--- src/core/rsf_pkg.sv ---
package rsf_pkg;
	localparam int RSF_ADDR_W = 6;
	localparam logic [5:0] RSF_OFF_ERROR_STATUS = 6'h06;
	localparam logic [5:0] RSF_OFF_GENERAL_STATUS = 6'h07;
	localparam logic [7:0] RSF_RST_ERROR_STATUS = 8'h00;
	localparam logic [7:0] RSF_RST_GENERAL_STATUS = 8'h21;
	// Error status bit positions
	localparam int RSF_B_WRITE_VIOL = 7;
	localparam int RSF_B_OVERHEAT = 6;
	localparam int RSF_B_FIFO_OVFL = 4;
	localparam int RSF_B_COLLISION = 3;
	localparam int RSF_B_RX_CRC = 2;
	localparam int RSF_B_PARITY = 1;
	localparam int RSF_B_FRAMING = 0;
	// General status bit positions
	localparam int RSF_B_CRC_ZERO = 6;
	localparam int RSF_B_CRC_DONE = 5;
	localparam int RSF_B_IRQ = 4;
	localparam int RSF_B_TIMER = 3;
	localparam int RSF_B_NEAR_FULL = 1;
	localparam int RSF_B_NEAR_EMPTY = 0;
	// FIFO geometry
	localparam int RSF_FIFO_DEPTH = 64;
	localparam int RSF_LEVEL_W = 7;
	localparam int RSF_THRESH_W = 6;
	typedef enum logic [1:0] {
		RSF_SPEED_106 = 2'b00,
		RSF_SPEED_212 = 2'b01,
		RSF_SPEED_424 = 2'b10,
		RSF_SPEED_848 = 2'b11
	} rsf_speed_e;
	typedef enum logic [1:0] {
		RSF_CRC_IDLE = 2'b00,
		RSF_CRC_BUSY = 2'b01,
		RSF_CRC_FINISHED = 2'b10
	} rsf_crc_e;
endpackage : rsf_pkg

--- src/core/rsf_status_flags.sv ---
`timescale 1ns/100ps
// Function
// - Flag host FIFO writes during authentication or between last TX and RX bit.
// - Overheat sets its flag and switches antenna drivers off.
// - Flag any write attempt into a full FIFO.
// - Collision sets its flag; receiver start-up clears it.
// - Collision flag forced to zero at 212, 424 and 848 kBd.
// - CRC failure with checking enabled sets flag; receiver start-up clears it.
// - Parity failure sets flag, cleared at receiver start-up, valid at 106 kBd.
// - Bad start of frame sets framing flag, cleared at start-up, 106 kBd only.
// - Wrong byte count during authentication also sets framing flag.
// - Command start clears all error flags but overheat; software cannot set overheat.
// - CRC zero-result bit reads one when the CRC result is zero.
// - CRC zero-result is zero while calculating, one after correct completion.
// - CRC done sets when a compute command calculation finishes.
// - Interrupt pending shows any enabled interrupt source requesting.
// - Timer active reads one while the timer runs.
// - Gated mode: timer active follows timer enable, not gate level.
// - Near-full when 64 minus fill count is at most threshold.
// - Near-empty when fill count is at most threshold.
// - Any error bit becoming set raises the error event latch.
// - FIFO clear strobe resets pointers and clears overflow flag.
// - Latched near-full and near-empty events clear only by software.
module rsf_status_flags
	import rsf_pkg::*;
(
	// Clock and reset
	input wire logic clock_in,
	input wire logic reset_in,
	// Register port
	input wire logic [RSF_ADDR_W-1:0] reg_addr_in,
	input wire logic reg_read_in,
	input wire logic reg_write_in,
	input wire logic [7:0] reg_wdata_in,
	output logic [7:0] reg_rdata_out,
	// Command sequencer
	input wire logic command_start_in,
	input wire logic card_authenticate_cmd_in,
	input wire logic crc_compute_cmd_in,
	// FIFO
	input wire logic host_fifo_write_in,
	input wire logic internal_fifo_write_in,
	input wire logic fifo_full_in,
	input wire logic fifo_clear_strobe_in,
	input wire logic [RSF_LEVEL_W-1:0] fifo_fill_count_in,
	input wire logic [RSF_THRESH_W-1:0] fifo_warning_threshold_in,
	output logic fifo_pointer_reset_out,
	// Receiver and transmitter
	input wire logic rf_last_tx_sent_in,
	input wire logic rf_last_rx_received_in,
	input wire logic rx_startup_in,
	input wire logic [1:0] rx_speed_in,
	input wire logic collision_detect_in,
	input wire logic rx_crc_check_enable_in,
	input wire logic rx_crc_fail_in,
	input wire logic parity_fail_in,
	input wire logic sof_error_in,
	input wire logic auth_byte_count_error_in,
	// Temperature
	input wire logic overheat_in,
	input wire logic overheat_clear_in,
	output logic antenna_drivers_off_out,
	// CRC coprocessor
	input wire logic crc_busy_in,
	input wire logic crc_finish_in,
	input wire logic crc_result_zero_in,
	// Interrupts
	input wire logic [7:0] main_irq_requests_in,
	input wire logic [7:0] main_interrupt_enables_in,
	input wire logic [7:0] aux_irq_requests_in,
	input wire logic [7:0] aux_interrupt_enables_in,
	input wire logic near_full_event_clear_in,
	input wire logic near_empty_event_clear_in,
	input wire logic error_event_clear_in,
	output logic error_event_latch_out,
	output logic fifo_near_full_event_out,
	output logic fifo_near_empty_event_out,
	// Timer
	input wire logic timer_running_in,
	input wire logic [1:0] timer_gate_select_in,
	input wire logic timer_enabled_in
);
	typedef struct packed {
		logic [7:0] rdata;
		logic err_event;
		logic ptr_reset;
		logic ant_off;
		rsf_crc_e crc_state;
		logic crc_zero;
		logic crc_done;
		logic irq;
		logic timer;
		logic in_rf_gap;
		logic [7:0] prev_err;
	} rsf_top_s;

	rsf_top_s state;
	rsf_top_s next_state;
	logic [7:0] err_set;
	logic [7:0] err_clr;
	logic [7:0] err_q;
	logic [7:0] err_view;
	logic [7:0] gen_view;
	logic near_full;
	logic near_empty;
	logic fifo_write_any;
	logic speed_106;

	always_comb begin
		speed_106 = rx_speed_in == RSF_SPEED_106;
		fifo_write_any = host_fifo_write_in | internal_fifo_write_in;
		err_set = 8'h00;
		err_clr = {8{command_start_in}} & ~(8'h01 << RSF_B_OVERHEAT);
		err_set[RSF_B_WRITE_VIOL] = host_fifo_write_in
			& (card_authenticate_cmd_in | state.in_rf_gap);
		err_set[RSF_B_OVERHEAT] = overheat_in;
		err_clr[RSF_B_OVERHEAT] = overheat_clear_in & ~overheat_in;
		err_set[RSF_B_FIFO_OVFL] = fifo_write_any & fifo_full_in;
		err_clr[RSF_B_FIFO_OVFL] = err_clr[RSF_B_FIFO_OVFL] | fifo_clear_strobe_in;
		err_set[RSF_B_COLLISION] = collision_detect_in & speed_106;
		err_clr[RSF_B_COLLISION] = err_clr[RSF_B_COLLISION] | rx_startup_in | ~speed_106;
		err_set[RSF_B_RX_CRC] = rx_crc_check_enable_in & rx_crc_fail_in;
		err_clr[RSF_B_RX_CRC] = err_clr[RSF_B_RX_CRC] | rx_startup_in;
		err_set[RSF_B_PARITY] = parity_fail_in & speed_106;
		err_clr[RSF_B_PARITY] = err_clr[RSF_B_PARITY] | rx_startup_in;
		err_set[RSF_B_FRAMING] = (sof_error_in & speed_106)
			| (card_authenticate_cmd_in & auth_byte_count_error_in);
		err_clr[RSF_B_FRAMING] = err_clr[RSF_B_FRAMING] | rx_startup_in;
	end

	genvar gi;
	generate
		for (gi = 0; gi < 8; gi++) begin : g_err
			if (gi == 5) begin : g_resv
				assign err_q[gi] = 1'b0;
			end else begin : g_flag
				rsf_err_bit u_bit (
					.clock_in(clock_in),
					.reset_in(reset_in),
					.set_in(err_set[gi]),
					.clear_in(err_clr[gi]),
					.flag_out(err_q[gi])
				);
			end
		end
	endgenerate

	rsf_fifo_watch #(
		.DEPTH(RSF_FIFO_DEPTH)
	) u_watch (
		.clock_in(clock_in),
		.reset_in(reset_in),
		.fifo_fill_count_in(fifo_fill_count_in),
		.fifo_warning_threshold_in(fifo_warning_threshold_in),
		.near_full_event_clear_in(near_full_event_clear_in),
		.near_empty_event_clear_in(near_empty_event_clear_in),
		.fifo_near_full_out(near_full),
		.fifo_near_empty_out(near_empty),
		.fifo_near_full_event_out(fifo_near_full_event_out),
		.fifo_near_empty_event_out(fifo_near_empty_event_out)
	);

	always_comb begin
		err_view = err_q;
		gen_view = 8'h00;
		gen_view[RSF_B_CRC_ZERO] = state.crc_zero;
		gen_view[RSF_B_CRC_DONE] = state.crc_done;
		gen_view[RSF_B_IRQ] = state.irq;
		gen_view[RSF_B_TIMER] = state.timer;
		gen_view[RSF_B_NEAR_FULL] = near_full;
		gen_view[RSF_B_NEAR_EMPTY] = near_empty;
		next_state = state;
		next_state.prev_err = err_q;
		// Window from last transmitted bit to last received bit
		if (rf_last_tx_sent_in) begin
			next_state.in_rf_gap = 1'b1;
		end else if (rf_last_rx_received_in | command_start_in) begin
			next_state.in_rf_gap = 1'b0;
		end
		next_state.err_event = (|(err_q & ~state.prev_err))
			| (state.err_event & ~error_event_clear_in);
		next_state.ptr_reset = fifo_clear_strobe_in;
		if (err_q[RSF_B_OVERHEAT]) begin
			next_state.ant_off = 1'b1;
		end else begin
			next_state.ant_off = 1'b0;
		end
		case (state.crc_state)
			RSF_CRC_IDLE: begin
				if (crc_busy_in) begin
					next_state.crc_state = RSF_CRC_BUSY;
					next_state.crc_zero = 1'b0;
					next_state.crc_done = 1'b0;
				end
			end
			RSF_CRC_BUSY: begin
				next_state.crc_zero = 1'b0;
				if (crc_finish_in) begin
					next_state.crc_state = RSF_CRC_FINISHED;
					next_state.crc_zero = crc_result_zero_in;
					next_state.crc_done = crc_compute_cmd_in;
				end
			end
			RSF_CRC_FINISHED: begin
				next_state.crc_state = RSF_CRC_IDLE;
			end
			default: begin
				next_state.crc_state = RSF_CRC_IDLE;
			end
		endcase
		next_state.irq = |{main_irq_requests_in & main_interrupt_enables_in,
			aux_irq_requests_in & aux_interrupt_enables_in};
		if (timer_gate_select_in != 2'b00) begin
			next_state.timer = timer_enabled_in;
		end else begin
			next_state.timer = timer_running_in;
		end
		// Writes are accepted and dropped; status is read-only
		next_state.rdata = 8'h00;
		if (reg_read_in) begin
			case (reg_addr_in)
				RSF_OFF_ERROR_STATUS: begin
					next_state.rdata = err_view;
				end
				RSF_OFF_GENERAL_STATUS: begin
					next_state.rdata = gen_view;
				end
				default: begin
					next_state.rdata = 8'h00;
				end
			endcase
		end
	end

	always_ff @(posedge clock_in) begin
		if (reset_in) begin
			state <= '0;
			state.crc_zero <= RSF_RST_GENERAL_STATUS[RSF_B_CRC_ZERO];
			state.crc_done <= RSF_RST_GENERAL_STATUS[RSF_B_CRC_DONE];
			state.crc_state <= RSF_CRC_IDLE;
		end else begin
			state <= next_state;
		end
	end

	assign reg_rdata_out = state.rdata;
	assign error_event_latch_out = state.err_event;
	assign fifo_pointer_reset_out = state.ptr_reset;
	assign antenna_drivers_off_out = state.ant_off;

	a_overflow_set: assert property (@(posedge clock_in) disable iff (reset_in)
		fifo_write_any && fifo_full_in |=> err_q[RSF_B_FIFO_OVFL])
		else $error("overflow flag not set");
	a_write_viol: assert property (@(posedge clock_in) disable iff (reset_in)
		host_fifo_write_in && card_authenticate_cmd_in |=> err_q[RSF_B_WRITE_VIOL])
		else $error("write violation not set");
	a_cmd_clears: assert property (@(posedge clock_in) disable iff (reset_in)
		command_start_in && !parity_fail_in |=> !err_q[RSF_B_PARITY])
		else $error("command start did not clear");
	a_collision_speed: assert property (@(posedge clock_in) disable iff (reset_in)
		rx_speed_in != RSF_SPEED_106 |=> !err_q[RSF_B_COLLISION])
		else $error("collision set at high speed");
	a_startup_crc: assert property (@(posedge clock_in) disable iff (reset_in)
		rx_startup_in && !rx_crc_fail_in |=> !err_q[RSF_B_RX_CRC])
		else $error("crc flag not cleared");
	a_antenna_off: assert property (@(posedge clock_in) disable iff (reset_in)
		overheat_in |=> ##1 antenna_drivers_off_out)
		else $error("antenna not off");
	a_err_event: assert property (@(posedge clock_in) disable iff (reset_in)
		$rose(err_q[RSF_B_PARITY]) |=> error_event_latch_out)
		else $error("error event missed");
	a_crc_busy: assert property (@(posedge clock_in) disable iff (reset_in)
		state.crc_state == RSF_CRC_BUSY && !crc_finish_in |=> !state.crc_zero)
		else $error("crc zero during busy");
	a_reserved_zero: assert property (@(posedge clock_in) disable iff (reset_in)
		$past(reg_read_in) |-> !reg_rdata_out[5] || $past(reg_addr_in) != RSF_OFF_ERROR_STATUS)
		else $error("reserved bit set");

	// Receive path flags and gap write violation
	a_collision_set: assert property (@(posedge clock_in) disable iff (reset_in)
		collision_detect_in && speed_106 |=> err_q[RSF_B_COLLISION])
		else $error("collision flag not set");
	a_collision_startup: assert property (@(posedge clock_in) disable iff (reset_in)
		rx_startup_in && !(collision_detect_in && speed_106) |=> !err_q[RSF_B_COLLISION])
		else $error("collision flag not cleared");
	a_crc_fail_set: assert property (@(posedge clock_in) disable iff (reset_in)
		rx_crc_check_enable_in && rx_crc_fail_in |=> err_q[RSF_B_RX_CRC])
		else $error("crc failure flag not set");
	a_parity_set: assert property (@(posedge clock_in) disable iff (reset_in)
		parity_fail_in && speed_106 |=> err_q[RSF_B_PARITY])
		else $error("parity flag not set");
	a_framing_sof: assert property (@(posedge clock_in) disable iff (reset_in)
		sof_error_in && speed_106 |=> err_q[RSF_B_FRAMING])
		else $error("framing flag not set");
	a_framing_auth: assert property (@(posedge clock_in) disable iff (reset_in)
		card_authenticate_cmd_in && auth_byte_count_error_in |=> err_q[RSF_B_FRAMING])
		else $error("byte count error not flagged");
	a_gap_write: assert property (@(posedge clock_in) disable iff (reset_in)
		host_fifo_write_in && state.in_rf_gap |=> err_q[RSF_B_WRITE_VIOL])
		else $error("gap write not flagged");
	// Overheat and antenna
	a_overheat_set: assert property (@(posedge clock_in) disable iff (reset_in)
		overheat_in |=> err_q[RSF_B_OVERHEAT])
		else $error("overheat flag not set");
	a_overheat_kept: assert property (@(posedge clock_in) disable iff (reset_in)
		err_q[RSF_B_OVERHEAT] && !overheat_clear_in |=> err_q[RSF_B_OVERHEAT])
		else $error("overheat flag lost");
	a_antenna_on: assert property (@(posedge clock_in) disable iff (reset_in)
		!err_q[RSF_B_OVERHEAT] |=> !antenna_drivers_off_out)
		else $error("antenna held off");
	// Status view
	a_crc_done_set: assert property (@(posedge clock_in) disable iff (reset_in)
		state.crc_state == RSF_CRC_BUSY && crc_finish_in
		|=> state.crc_done == $past(crc_compute_cmd_in))
		else $error("crc done wrong");
	a_crc_zero_done: assert property (@(posedge clock_in) disable iff (reset_in)
		state.crc_state == RSF_CRC_BUSY && crc_finish_in
		|=> state.crc_zero == $past(crc_result_zero_in))
		else $error("crc zero result wrong");
	a_irq_view: assert property (@(posedge clock_in) disable iff (reset_in)
		(|(main_irq_requests_in & main_interrupt_enables_in))
		|| (|(aux_irq_requests_in & aux_interrupt_enables_in)) |=> state.irq)
		else $error("interrupt pending missed");
	a_timer_free: assert property (@(posedge clock_in) disable iff (reset_in)
		timer_gate_select_in == 2'b00 |=> state.timer == $past(timer_running_in))
		else $error("timer active wrong");
	a_timer_gated: assert property (@(posedge clock_in) disable iff (reset_in)
		timer_gate_select_in != 2'b00 |=> state.timer == $past(timer_enabled_in))
		else $error("gated timer active wrong");
	// Events, FIFO clear and register port
	a_event_kept: assert property (@(posedge clock_in) disable iff (reset_in)
		error_event_latch_out && !error_event_clear_in |=> error_event_latch_out)
		else $error("error event lost");
	a_ptr_reset: assert property (@(posedge clock_in) disable iff (reset_in)
		fifo_clear_strobe_in && !(fifo_write_any && fifo_full_in)
		|=> fifo_pointer_reset_out && !err_q[RSF_B_FIFO_OVFL])
		else $error("fifo clear not applied");
	a_write_ignored: assert property (@(posedge clock_in) disable iff (reset_in)
		reg_write_in && !reg_read_in |=> reg_rdata_out == 8'h00)
		else $error("write produced read data");

	c_gap_write: cover property (@(posedge clock_in) host_fifo_write_in && state.in_rf_gap);
	c_antenna_off: cover property (@(posedge clock_in) antenna_drivers_off_out);
	c_overflow: cover property (@(posedge clock_in) err_q[RSF_B_FIFO_OVFL]);
	c_crc_done: cover property (@(posedge clock_in) state.crc_done && state.crc_zero);
	c_read_gen: cover property (@(posedge clock_in) reg_read_in
		&& reg_addr_in == RSF_OFF_GENERAL_STATUS);
endmodule : rsf_status_flags

--- src/core/rsf_fifo_watch.sv ---
`timescale 1ns/100ps
module rsf_fifo_watch
	import rsf_pkg::*;
#(
	parameter int DEPTH = RSF_FIFO_DEPTH
) (
	// Clock and reset
	input wire logic clock_in,
	input wire logic reset_in,
	// FIFO state
	input wire logic [RSF_LEVEL_W-1:0] fifo_fill_count_in,
	input wire logic [RSF_THRESH_W-1:0] fifo_warning_threshold_in,
	// Software clears of the latched events
	input wire logic near_full_event_clear_in,
	input wire logic near_empty_event_clear_in,
	// Status
	output logic fifo_near_full_out,
	output logic fifo_near_empty_out,
	output logic fifo_near_full_event_out,
	output logic fifo_near_empty_event_out
);
	typedef struct packed {
		logic near_full;
		logic near_empty;
		logic full_event;
		logic empty_event;
	} rsf_watch_s;
	localparam logic [RSF_LEVEL_W:0] DEPTH_W = (RSF_LEVEL_W+1)'(DEPTH);
	rsf_watch_s state;
	rsf_watch_s next_state;
	logic [RSF_LEVEL_W:0] room;
	logic full_now;
	logic empty_now;
	always_comb begin
		room = DEPTH_W - {1'b0, fifo_fill_count_in};
		full_now = room <= {2'b00, fifo_warning_threshold_in};
		empty_now = fifo_fill_count_in <= {1'b0, fifo_warning_threshold_in};
		next_state = state;
		next_state.near_full = full_now;
		next_state.near_empty = empty_now;
		// Set wins over a clear in the same cycle
		next_state.full_event = full_now | (state.full_event & ~near_full_event_clear_in);
		next_state.empty_event = empty_now | (state.empty_event & ~near_empty_event_clear_in);
	end
	always_ff @(posedge clock_in) begin
		if (reset_in) begin
			state <= '0;
		end else begin
			state <= next_state;
		end
	end
	assign fifo_near_full_out = state.near_full;
	assign fifo_near_empty_out = state.near_empty;
	assign fifo_near_full_event_out = state.full_event;
	assign fifo_near_empty_event_out = state.empty_event;
	a_near_full_eq: assert property (@(posedge clock_in) disable iff (reset_in)
		fifo_near_full_out == $past(full_now))
		else $error("near full wrong");
	a_event_sticky: assert property (@(posedge clock_in) disable iff (reset_in)
		$past(state.full_event) && !$past(near_full_event_clear_in) |-> state.full_event)
		else $error("near full event lost");
endmodule : rsf_fifo_watch

--- src/core/rsf_err_bit.sv ---
`timescale 1ns/100ps
module rsf_err_bit (
	// Clock and reset
	input wire logic clock_in,
	input wire logic reset_in,
	// Controls
	input wire logic set_in,
	input wire logic clear_in,
	// Flag
	output logic flag_out
);
	typedef struct packed {
		logic flag;
	} rsf_bit_s;
	rsf_bit_s state;
	rsf_bit_s next_state;
	always_comb begin
		next_state = state;
		// Set wins over clear
		next_state.flag = set_in | (state.flag & ~clear_in);
	end
	always_ff @(posedge clock_in) begin
		if (reset_in) begin
			state <= '0;
		end else begin
			state <= next_state;
		end
	end
	assign flag_out = state.flag;
endmodule : rsf_err_bit

--- config.mk ---
export PLATFORM = sky130hd
export DESIGN_NAME = rsf_status_flags
export DESIGN_NICKNAME = d
export VERILOG_FILES = /design/src/core/rsf_pkg.sv /design/src/core/rsf_status_flags.sv /design/src/core/rsf_fifo_watch.sv /design/src/core/rsf_err_bit.sv
export SDC_FILE = /design/constraint.sdc
export NUM_CORES = 1
export LEC_CHECK = 0
export ABC_AREA = 1
export CAP_MARGIN = 20
export CORE_UTILIZATION = 40
export DETAILED_ROUTE_END_ITERATION = 16
export DONT_BUFFER_PORTS = 1
export PLACE_DENSITY = 0.66
export SETUP_SLACK_MARGIN = 0.3
export SLEW_MARGIN = 20
export SYNTH_ARGS = -nofsm -noshare
export SYNTH_HDL_FRONTEND = slang
export SYNTH_HIERARCHICAL = 1
export SYNTH_SLANG_ARGS = --single-unit
--- constraint.sdc ---
create_clock -name clock_in -period 1.9 [get_ports clock_in]
set_clock_uncertainty 0.1 [all_clocks]
set_input_delay 0.19 -clock clock_in [delete_from_list [all_inputs] [get_ports clock_in]]
set_output_delay 0.19 -clock clock_in [all_outputs]
set_load 0.005 [all_outputs]
==> Yosys cells after proc, flatten, opt, wreduce, memory -nomap -nowiden <==
Cells that the tools add are included.
{ "totals": {"input_bits": 93, "ff_bits": 37, "word_cells": 101} }
{ "op_classes": {"add_sub_neg": 1, "eq_ne": 5, "reduce_logical": 11, "muxes": 9, "order_cmp": 2, "bitwise_logic": 50} }
{ "ops": {"columns": ["cell", "count"], "rows": [
  ["$and 8x8->8", 3],
  ["$and 1x1->1", 18],
  ["$or 1x1->1", 17],
  ["$pmux 8 s2", 1],
  ["$reduce_or 16->1", 1],
  ["$eq 6x3->1 const B", 2],
  ["$not 1->1", 11],
  ["$le 8x6->1", 1],
  ["$mux 4", 2],
  ["$not 8->8", 1],
  ["$pmux 2 s2", 2],
  ["$reduce_or 8->1", 1],
  ["$sub 7x7->8 const A", 1],
  ["$le 7x6->1", 1],
  ["$reduce_bool 2->1", 3],
  ["$logic_not 2->1", 2],
  ["$mux 1", 4],
  ["$ne 2x2->1 const B", 2],
  ["$reduce_and 2->1", 2],
  ["$reduce_and 3->1", 1],
  ["$eq 2x1->1 const B", 1],
  ["$reduce_or 2->1", 1]
]} }

==> Logic depth before layout (Yosys ltp) <==
Gate-level depths: netlist of the first run.
{ "depth": {"word_depth": 6, "depth_mapped": 14, "ltp_nobuf": 14} }

==> By module <==
The synthesis of the first run kept the hierarchy.
{ "by_module_without_submodules": {"columns": ["module", "seq_area_each_um2", "area_each_um2", "cells_per_inst", "n_inst"], "rows": [
  ["rsf_status_flags", 480.5, 1226.2, 170, 1],
  ["rsf_fifo_watch", 80.1, 539.3, 82, 1],
  ["rsf_err_bit", 20.0, 40.0, 5, 7]
]} }

==> Worst setup path before layout of the first run <==
OpenSTA, ideal clock, no wires.
{ "synth_path": {"path_kind": "input -> register", "start": "in fifo_fill_count_in[1]", "end": "reg u_watch.state (netlist bit u_watch/fifo_near_full_event_out)", "t_required_ps": 1686, "path_buffers": 0, "arrival_time_ps": 1301, "setup_time_ps": 114, "path_stages": 13, "path_slack_ps": 386, "path_cell_list": "nor2_1 -> nand2_2 -> nor3_2 -> xor2_1 -> inv_1 -> ha_1 -> nand2_1 -> inv_1 -> nand2_1 -> nand2_1 -> nand2_1 -> nand2_1 -> nand2_1"} }
{ "synth_between": {"elab_chain_cells": 3} }
{ "synth_rtl": {"columns": ["item", "line_no", "text"], "rows": [
  ["start: declaration", "rsf_status_flags.sv:45", "input wire logic [RSF_LEVEL_W-1:0] fifo_fill_count_in,"],
  ["$sub 7x7->8", "rsf_fifo_watch.sv:35", "room = DEPTH_W - {1'b0, fifo_fill_count_in};"],
  ["$le 8x6->1", "rsf_fifo_watch.sv:36", "full_now = room <= {2'b00, fifo_warning_threshold_in};"],
  ["$or 1x1->1", "rsf_fifo_watch.sv:42", "next_state.full_event = full_now | (state.full_event & ~near_full_event_clear_in);"],
  ["end signal: assignment", "rsf_fifo_watch.sv:49", "state <= next_state;"],
  ["end: declaration", "rsf_fifo_watch.sv:29", "rsf_watch_s state;"]
]} }
No other way between the ends.
A chain may end at the register's enable or synchronous reset.

==> Final worst setup path of the first run <==
{ "layout_path": {"start": "reg state[13] in the netlist's numbering", "end": "reg state[13] in the netlist's numbering"} }
{ "layout_between": {"elab_chain_cells": 3, "word_cells_on_any_way": 6, "cone_classes": "3 x eq/ne; 1 x mux; 2 x reduce/logical"} }
{ "layout_rtl": {"columns": ["item", "line_no", "text"], "rows": [
  ["start: declaration", "rsf_status_flags.sv:97", "rsf_top_s state;"],
  ["start signal: assignment", "rsf_status_flags.sv:242", "state <= next_state;"],
  ["$eq 2x1->1 / $logic_not 2->1 (equally long branches)", "rsf_status_flags.sv:188", "case (state.crc_state)"],
  ["$ne 2x2->1 (no line)", null, null],
  ["$reduce_and 2->1 (no line)", null, null]
]} }
Several ways; a longest one is shown, not always the timed one.

==> results.yml, run 1 <==
run_status:
  outcome: "finished with violations"
  violations: "negative hold slack"
yosys:
  ys_seq_area_frac: 0.3425
  yosysWarnings: 6
  synth.top_cell.area_share: 0.3425
  syn_inst: 287
  postSynthAreaPerCell_um2: 7.128
  synth_area_leader_cell: "dfxtp_1"
  yosysMostFrequentCell: "nand2_1"
  synth_common_cells: "nand2_1, inv_1, dfxtp_1"
  synth_area_um2: 2046
  synthTopCellsByArea: "dfxtp_1, nand2_1, inv_1"
  ys_types: 30
  synth_fp_nets: 392
  synth_ff_type: "dfxtp_1"
  synth_edf_count: 0
  ys_ff_latch: 35
  async_flop_share: 0
final_layout:
  nets: 412
  area_growth_syn_to_layout_pct: 17.74
  final_area_um2: 2409
  drive_gt1_frac: 0.1461
  instances_no_fill: 375
  diodes: 0
die:
  die-area_um2: 5404
  die_height_um: 73.52
  ios: 106
  std_cell_rows: 25
  start_util: 0.4247
  die_x_um: 73.52
  coreArea_um2: 4817
sta:
  post-route-period-util: 0.8238
  drv_slew: 0
  timing_hold_violations_final: 1
  maxSlewHeadroom: 0.5908
  clock.fmax_mhz: 638.9
  min_period_ns: 1.565
  whs_ns: -0.002721
  timing.setup.tns_ns: 0
  finalSetupViolCount: 0
  worst_pin_slew_ns: 0.6138
  rsz0062_at_grt: "yes"
setup_path:
  crit_family: "buffers and inverters"
  crit_chain: "inv_1, nor2_4, inv_2, or2_1, a21oi_2, dlygate4sd3_1"
  crit_path_end_kind: "register"
  max_stage_delay_ns: 0.54
  reg2regPathDepth: 6
  worstPathArrival_ns: 1.69
  startpoint_type: "register"
  r2r_start: "state[13]$_SDFFE_PP0P_"
  slowest_stage: "dlygate4sd3_1"
  path_buf_inv: 3
  cp_max_fo: 3
  crit_type: "register to register"
  required_ns: 2.03
  reg2reg_to: "state[13]$_SDFFE_PP0P_"
  ff2ff_setup_slack_ns: 0.33
global_route:
  grt_pass1_wl_um: 6734
  grt_antenna_before_repair: 0
  grt_overflow_total: 0
  grt_max_degree: 16
  grt_pass1_vias: 1635
  grt_usage: 0.1636
detailed_routing:
  drtIter0Drc: 52
  vias_per_cell: 4.563
  drc_errors: 0
  route.antenna.remaining_nets: 0
  wl_per_cell_um: 10.76
  vias: 1711
  wl_um: 4036
  dr.pass1.iters: 4
clock_network:
  cts_buffers: 5
  cts_buffer_depth: 2
  h-tree-depth: 2
  cts_root_buf: "clkbuf_8"
  cts_tree: "yes"
  cts.clk_slew.worst_paths_ns: 0.06
  clock_sinks: 35
  clock_latency_ns: 0.28
worst_hold_path:
  min-delay-start: "timer_gate_select_in[0]"
  worstHoldEndpoint: "gen_view[3]$_SDFF_PP0_"
  min_path_type: "input pin to register"
  hold-path-cell-count: 2
power_and_ir_drop:
  p_total_mw: 1.716
  ir_drop_mv: 0.2971
  p_per_area_nw_per_um2: 712.6
  leakagePower_nw: 1.173
placement:
  port-buffer-count: 0
  placed_area_um2: 2053
  placed_cells: 344
  place_congestion: 0.7917
  dpl.hpwl_um: 3156
flow_run:
  maxCapViolCount: 0
==> placed cells by master, fill, tap and decap left out, drive strengths merged <==
master,netlist,layout
a21oi,18,18
ha,12,12
nor2,37,37
xor2,2,2
clkinv,1,2
dfxtp,35,35
o21a,2,2
nand2,72,72
clkbuf,0,6
nor4,1,1
o21ai,7,7
nand3b,2,2
dlygate4sd3,0,22
dlymetal6s4s,0,1
or2,1,1
bufinv,0,1
nor3,4,4
inv,59,59
nand4,2,2
xnor2,2,2
nand3,19,19
a22o,1,1
==> worst reg2reg max path: cells and delay by family (launching register included) <==
| kind | cells | cell delay [ns] |
|---|---|---|
| flip-flops | 1 | 0.34 |
| AO/OA/AOI/OAI | 1 | 0.11 |
| AND/OR/NAND/NOR | 2 | 0.31 |
| buffers and inverters | 3 | 0.65 |
==> registers in the layout, indices dropped and copies added, names as in the netlist <==
register,count
g_err.g_flag.u_bit/flag_out,7
gen_view,4
u_watch/fifo_near_empty_event_out,1
u_watch/fifo_near_empty_out,1
error_event_latch_out,1
u_watch/fifo_near_full_out,1
state,10
reg_rdata_out,8
fifo_pointer_reset_out,1
u_watch/fifo_near_full_event_out,1
==> metal layers <==
| layer | GRT usage | share of wire | vias to the layer above |
|---|---|---|---|
| met5 | 0 | 0 | - |
| met4 | 0.06410 | 0.014 | 0 |
| met3 | 0.03292 | 0.062 | 6 |
| met2 | 0.3007 | 0.50 | 70 |
| met1 | 0.1834 | 0.43 | 728 |
| li1 | - | - | 907 |
==> through the flow <==
| step | utilization | worst slack [ns] |
|---|---|---|
| after floorplan | - | 0.3859 |
| after global placement | 0.4262 | 0.2776 |
| after detailed placement | 0.4262 | 0.2665 |
| after CTS | 0.4984 | 0.3063 |
| after global routing | 0.5000 | 0.2416 |
| final | 0.5000 | 0.3348 |
==> how the worst max path moves through the flow <==
| stage | start | to | slack (ns) | depth (start not counted) |
|---|---|---|---|---|
| 2_1_floorplan | fifo_fill_count_in[1] | u_watch/fifo_near_full_event_out$_SDFF_PP0_ | 0.39 | 13 |
| 3_3_place_gp | fifo_fill_count_in[1] | u_watch/fifo_near_full_event_out$_SDFF_PP0_ | 0.28 | 13 |
| 3_5_place_dp | fifo_fill_count_in[1] | u_watch/fifo_near_full_event_out$_SDFF_PP0_ | 0.27 | 13 |
| 4_1_cts | reset_in | reg_rdata_out[2]$_SDFF_PP0_ | 0.31 | 4 |
| 5_1_grt | state[13]$_SDFFE_PP0P_ | state[13]$_SDFFE_PP0P_ | 0.24 | 6 |
| 6_report | state[13]$_SDFFE_PP0P_ | state[13]$_SDFFE_PP0P_ | 0.33 | 6 |
==> cell type report <==
cell class              instances  area [um^2]
clock buffers                   6        82.58
inverters                      60        226.5
clock inverters                 2        35.03
multi-input cells             182         1047
flip-flops and latches         35        700.7
fillers                       515         2409
repair buffers                 23        232.7
well taps                      67        83.83
==> cells by family after synthesis <==
| family | share of synthesized area |
|---|---|
| AO/OA/AOI/OAI | 0.09663 |
| XOR/XNOR | 0.01713 |
| adder cells (fa/ha/maj) | 0.07339 |
| buffers and inverters | 0.1480 |
| flip-flops | 0.3425 |
| AND/OR/NAND/NOR | 0.3223 |
==> power breakdown <==
part           internal [mW]  switching [mW]  total (mW)  leakage (nW)
combinational          0.117           0.134       0.251         0.825
clock                  0.424           0.253       0.677        0.0612
sequential             0.767          0.0215       0.789         0.287
==> repair_timing <==
action / CTS / global route
endpoints found under the hold margin: 32 / 0
resized for setup: 0 / 2
hold buffers: 23 / 0
setup buffers: 0 / 0
endpoints found under the setup margin: 0 / 10
Power figures use the tool's default switching activity.
==> run 2: changes to the inputs <==
--- a/config.mk
+++ b/config.mk
@@ -5,7 +5,7 @@
 export SDC_FILE = /design/constraint.sdc
 export NUM_CORES = 1
 export LEC_CHECK = 0
-export ABC_AREA = 1
+export ABC_AREA = 0
 export CAP_MARGIN = 20
 export CORE_UTILIZATION = 40
 export DETAILED_ROUTE_END_ITERATION = 16
==> constraint.sdc (replaced) <==
create_clock -name clock_in -period 1.47 [get_ports clock_in]
set_clock_uncertainty 0.1 [all_clocks]
set_input_delay 0.147 -clock clock_in [delete_from_list [all_inputs] [get_ports clock_in]]
set_output_delay 0.147 -clock clock_in [all_outputs]
set_load 0.005 [all_outputs]
==> results.yml, run 2 <==
run_status:
  outcome: "finished with violations"
  violations: "negative hold slack"
yosys:
  synth_ff_type: "dfxtp_1"
  synth_xor_area_frac: 0.01891
  synth-adder-area-share: 0.08103
  synth_compound_gate_area_share: 0.1783
  synth_area_leader_cell: "dfxtp_1"
  yosysWarnings: 6
  synth_area_um2: 1853
  synthTopCellsByArea: "dfxtp_1, ha_1, inv_1"
  synth_common_cells: "dfxtp_1, inv_1, nor2_1"
  syn_inst: 206
  ys_types: 42
  synth_top_family_by_area: "simple AND/OR/NAND/NOR gates"
  synth-simple-area-share: 0.2181
  postSynthAreaPerCell_um2: 8.995
  synth_fp_nets: 311
  synthMuxAreaShare: 0.03241
  ys_seq_area_frac: 0.3781
  ys_ff_latch: 35
  synth.top_cell.area_share: 0.3781
  async_flop_share: 0
  yosysMostFrequentCell: "dfxtp_1"
  synth_edf_count: 0
die:
  die-area_um2: 4908
  die_height_um: 70.06
  start_util: 0.4198
  coreArea_um2: 4414
  die_x_um: 70.06
  ios: 106
  std_cell_rows: 24
placement:
  place_congestion: 0.7650
  port-buffer-count: 0
  placed_cells: 250
  dpl_worst_slack_ns: -0.2377
  dpl.hpwl_um: 2946
  placed_area_um2: 1936
sta:
  drv_slew: 0
  timing_hold_violations_final: 24
  finalSetupViolCount: 0
  post-route-period-util: 0.9430
  min_period_ns: 1.386
  whs_ns: -0.1814
  maxSlewHeadroom: 0.6983
  timing.setup.tns_ns: 0
  worst_pin_slew_ns: 0.4526
  clock.fmax_mhz: 721.4
  rsz0062_at_grt: "yes"
  setup_ws_ns: 0.08373
clock_network:
  cts_buffers: 5
  cts_root_buf: "clkbuf_8"
  clock_sinks: 35
  clock_latency_ns: 0.29
  cts_tree: "yes"
  cts.clk_slew.worst_paths_ns: 0.07
  cts_buffer_depth: 2
  h-tree-depth: 2
  postCtsHoldBufs: 6
power_and_ir_drop:
  internal_power_mw: 1.486
  ir_drop_mv: 0.3427
  seq_power_share: 0.514
  p_switching_mw: 0.4968
  swShare: 0.2506
  p_per_area_nw_per_um2: 911.6
  combPwrFrac: 0.154
  p_total_mw: 1.982
  leakagePower_nw: 0.8842
  clkPwrFrac: 0.332
final_layout:
  area_growth_syn_to_layout_pct: 17.35
  diodes: 0
  layout_commonest_cell: "dfxtp_1"
  regMostFlops: "state"
  nFillCells: 425
  instances_no_fill: 265
  fin_util: 0.4926
  nets: 317
  largest_reg_flops: 10
  final_cell_mix: "dfxtp_1, nor2_1, inv_1"
  final_area_um2: 2175
  drive_gt1_frac: 0.2160
global_route:
  grt_max_degree: 30
  grt_pass1_wl_um: 5844
  grt_overflow_total: 0
  grt_usage: 0.1550
  grt_antenna_before_repair: 0
  grt_pass1_vias: 1284
setup_path:
  startpoint_type: "input pin"
  crit_path_end_kind: "register"
  cp_max_fo: 5
  required_ns: 1.54
  crit_type: "input pin to register"
  worstPathArrival_ns: 1.46
flow_run:
  maxCapViolCount: 0
detailed_routing:
  dr.pass1.iters: 4
  drc_errors: 0
  vias: 1404
  wl_per_cell_um: 14.55
  route.antenna.remaining_nets: 0
  wl_um: 3855
  vias_per_cell: 5.298
  drtIter0Drc: 51
worst_hold_path:
  min_path_type: "input pin to register"
run 2: what timing repair did:
action / 4_1_cts / 5_1_grt
endpoints found under the setup margin: 3 / 11
resized for setup: 4 / 15
pin swaps: 6 / 6
gates cloned: 0 / 0
setup buffers: 0 / 1
hold endpoints to repair: 35 / 24
run 2: cell families (layout without fill, tap and decap cells):
logic type	after synthesis	count (layout)
fa+ha+maj	12	12
compound gates	46	46
flops	35	35
simple gates	67	67
buf+inv	36	43
xor+xnor	4	4
mux	6	6
run 2: routing by layer:
layer / wire (um) / up-vias / global-route usage
li1: - / 713 / -
met1: 1672 / 622 / 0.1968
met2: 1809 / 61 / 0.2393
met3: 293 / 8 / 0.04329
met4: 80 / 0 / 0.08000
met5: 0 / - / 0
run 2: path summary, 6_finish.rpt:
kind,startpoint,endpoint,slack [ns],cells past startpoint
max,fifo_fill_count_in[2],u_watch/fifo_near_full_event_out$_SDFF_PP0_,0.08,8
min reg2reg,state[14]$_SDFFE_PP0P_,state[14]$_SDFFE_PP0P_,0.34,1
max reg2reg,state[14]$_SDFFE_PP0P_,gen_view[5]$_SDFFE_PP1P_,0.39,3
min,reset_in,g_err[0].g_flag.u_bit/flag_out$_SDFF_PP0_,-0.18,1
run 2: layout make-up:
type                       instances  area, um^2  share of cell area
timing repair buffer              10       96.34             0.04430
clock buffer                       5       68.82             0.03165
sequential                        35       701.9              0.3228
inverter                          25       142.6             0.06559
multi-input combinational        135        1085              0.4988
tap                               52       65.06             0.02992
clock inverter                     3       15.01            0.006904
run 2: critical path: stages:
cell and delay (ns):
nor3_4 0.17, nand2_1 0.08, xor2_1 0.14, ha_1 0.29, nand4_1 0.17, o21bai_4 0.24, a31oi_1 0.16, a311oi_1 0.05
run 2: power groups by stage:
stage / registers, mW / logic (mW) / clock network (mW)
detailed placement: 1.04 / 0.254 / 0
finish: 1.02 / 0.306 / 0.658
floorplan: 1.03 / 0.224 / 0
global route: 1.02 / 0.341 / 0.729
global placement: 1.04 / 0.252 / 0
CTS: 1.02 / 0.287 / 0.684
==> run 3: changes to the inputs <==
--- a/config.mk
+++ b/config.mk
@@ -5,9 +5,10 @@
 export SDC_FILE = /design/constraint.sdc
 export NUM_CORES = 1
 export LEC_CHECK = 0
-export ABC_AREA = 0
+export ABC_AREA = 1
 export CAP_MARGIN = 20
 export CORE_UTILIZATION = 40
+export CTS_CLUSTER_SIZE = 10
 export DETAILED_ROUTE_END_ITERATION = 16
 export DONT_BUFFER_PORTS = 1
 export PLACE_DENSITY = 0.66
==> results.yml, run 3 (synthesized netlist as in run 1, its figures left out) <==
run_status:
  outcome: "finished with violations"
  violations: "negative hold slack"
setup_path:
  crit_family: "adder cells"
  cp_max_fo: 3
  path_buf_inv: 2
  startpoint_type: "input pin"
  slowest_stage: "ha_1"
  cp-startpoint: "fifo_fill_count_in[0]"
  ff2ff_setup_slack_ns: 0.44
  reg2reg_to: "state[13]$_SDFFE_PP0P_"
  reg2regPathDepth: 5
  crit_type: "input pin to register"
  crit_chain: "inv_2, ha_2, nand2_2, xor2_1, ha_1, nand2_2, inv_2, nand2_1, nand2_1, nand2_1, nand2_2, nand2_1"
  worstPathArrival_ns: 1.29
  crit_top_cell: "nand2_1"
  max_stage_delay_ns: 0.29
  r2r_start: "state[13]$_SDFFE_PP0P_"
  required_ns: 1.55
  crit_path_end_kind: "register"
die:
  coreArea_um2: 4817
  die_height_um: 73.52
  die-area_um2: 5404
  start_util: 0.4247
  ios: 106
  std_cell_rows: 25
  die_x_um: 73.52
clock_network:
  cts_buffers: 5
  postCtsHoldBufs: 17
  clock_sinks: 35
  cts_buffer_depth: 2
  cts_root_buf: "clkbuf_8"
  clock_latency_ns: 0.28
  cts_tree: "yes"
  cts.clk_slew.worst_paths_ns: 0.07
  postCtsSetupBuffers: 0
  h-tree-depth: 2
global_route:
  grt_usage: 0.1645
  grt_pass1_vias: 1657
  grt_antenna_before_repair: 0
  grt_pass1_wl_um: 6817
  grt_overflow_total: 0
  grt_max_degree: 25
power_and_ir_drop:
  p_per_area_nw_per_um2: 901.7
  p_total_mw: 2.150
  leakagePower_nw: 1.138
  ir_drop_mv: 0.4615
detailed_routing:
  route.antenna.remaining_nets: 0
  drtIter0Drc: 56
  vias_per_cell: 4.578
  dr.pass1.iters: 6
  wl_um: 3966
  vias: 1694
  drc_errors: 0
  wl_per_cell_um: 10.72
final_layout:
  largest_reg_flops: 10
  final_area_um2: 2385
  drive_gt1_frac: 0.1749
  diodes: 0
  final_cell_mix: "nand2_1, inv_1, dfxtp_1"
  area_growth_syn_to_layout_pct: 16.58
  regMostFlops: "state"
  layout_commonest_cell: "nand2_1"
  nFillCells: 509
  nets: 408
sta:
  clock.fmax_mhz: 825.8
  maxSlewHeadroom: 0.8101
  post-route-period-util: 0.8238
  drv_slew: 0
  timing_hold_violations_final: 21
  worst_pin_slew_ns: 0.2841
  setup_ws_ns: 0.2590
  whs_ns: -0.1833
  min_period_ns: 1.211
  finalSetupViolCount: 0
  rsz0062_at_grt: "yes"
placement:
  dpl.hpwl_um: 3130
  port-buffer-count: 0
  dpl_worst_slack_ns: -0.06710
  place_congestion: 0.8046
  placed_area_um2: 2078
worst_hold_path:
  hold-path-cell-count: 1
  worstHoldEndpoint: "g_err[7].g_flag.u_bit/flag_out$_SDFF_PP0_"
  min-delay-start: "reset_in"
  min_path_type: "input pin to register"
flow_run:
  maxCapViolCount: 0
[run 3: cell types whose count changed in the layout (fill, tap and decap cells not counted), sizes merged, moves of 4 or more]
cell / change
a21oi: +5
a22o: -4
dlygate4sd3: +11
inv: +35
mux2i: -6
nand2: +64
nand2b: -8
nand3: +18
nor2: +14
nor2b: -5
o22ai: -4
[run 3: timing repair]
item / 4_1_cts / 5_1_grt
endpoints found under the setup margin: 2 / 8
hold endpoints to repair: 35 / 21
gates resized for setup: 1 / 7
pin swaps: 1 / 0
[run 3: worst max path at each step]
| stage | endpoint | slack, ns | depth (start not counted) |
|---|---|---|---|
| after CTS | u_watch/fifo_near_full_event_out$_SDFF_PP0_ | 0.24 | 13 |
| after floorplan | u_watch/fifo_near_full_event_out$_SDFF_PP0_ | 0.04 | 13 |
| after detailed placement | u_watch/fifo_near_full_event_out$_SDFF_PP0_ | -0.07 | 13 |
| after global placement | u_watch/fifo_near_full_event_out$_SDFF_PP0_ | -0.03 | 13 |
| final | u_watch/fifo_near_full_event_out$_SDFF_PP0_ | 0.26 | 12 |
| after global routing | u_watch/fifo_near_full_event_out$_SDFF_PP0_ | 0.14 | 13 |
[run 3: final cells by class]
cell class,instances,area (um^2),area share
Multi-Input combinational cell,182,1084,0.4544
Tap cell,67,83.83,0.03515
Inverter,60,226.5,0.09496
Timing Repair Buffer,19,187.7,0.07870
Sequential cell,35,700.7,0.2938
Clock buffer,6,72.57,0.03043
Clock inverter,1,30.03,0.01259
[run 3: metal layers]
| layer | routed length [um] | track usage |
|---|---|---|
| met3 | 232 | 0.04252 |
| met5 | 0 | 0 |
| met2 | 2004 | 0.3038 |
| met1 | 1667 | 0.1791 |
| met4 | 61 | 0.05983 |
[run 3: metrics by stage]
step           std cells  hold WS [ns]    util  setup TNS, ns
6_report             370       -0.1833  0.4951              0
5_1_grt              370       -0.2052  0.4951              0
4_1_cts              370       -0.1887  0.4906              0
3_5_place_dp         346        0.1141  0.4314        -0.1174
3_3_place_gp         346        0.1118  0.4314       -0.04055
2_1_floorplan        287        0.1094       -              0
[run 3: power breakdown]
part	internal, mW	switching [mW]
registers	0.992	0.0271
logic	0.148	0.172
clock network	0.496	0.315
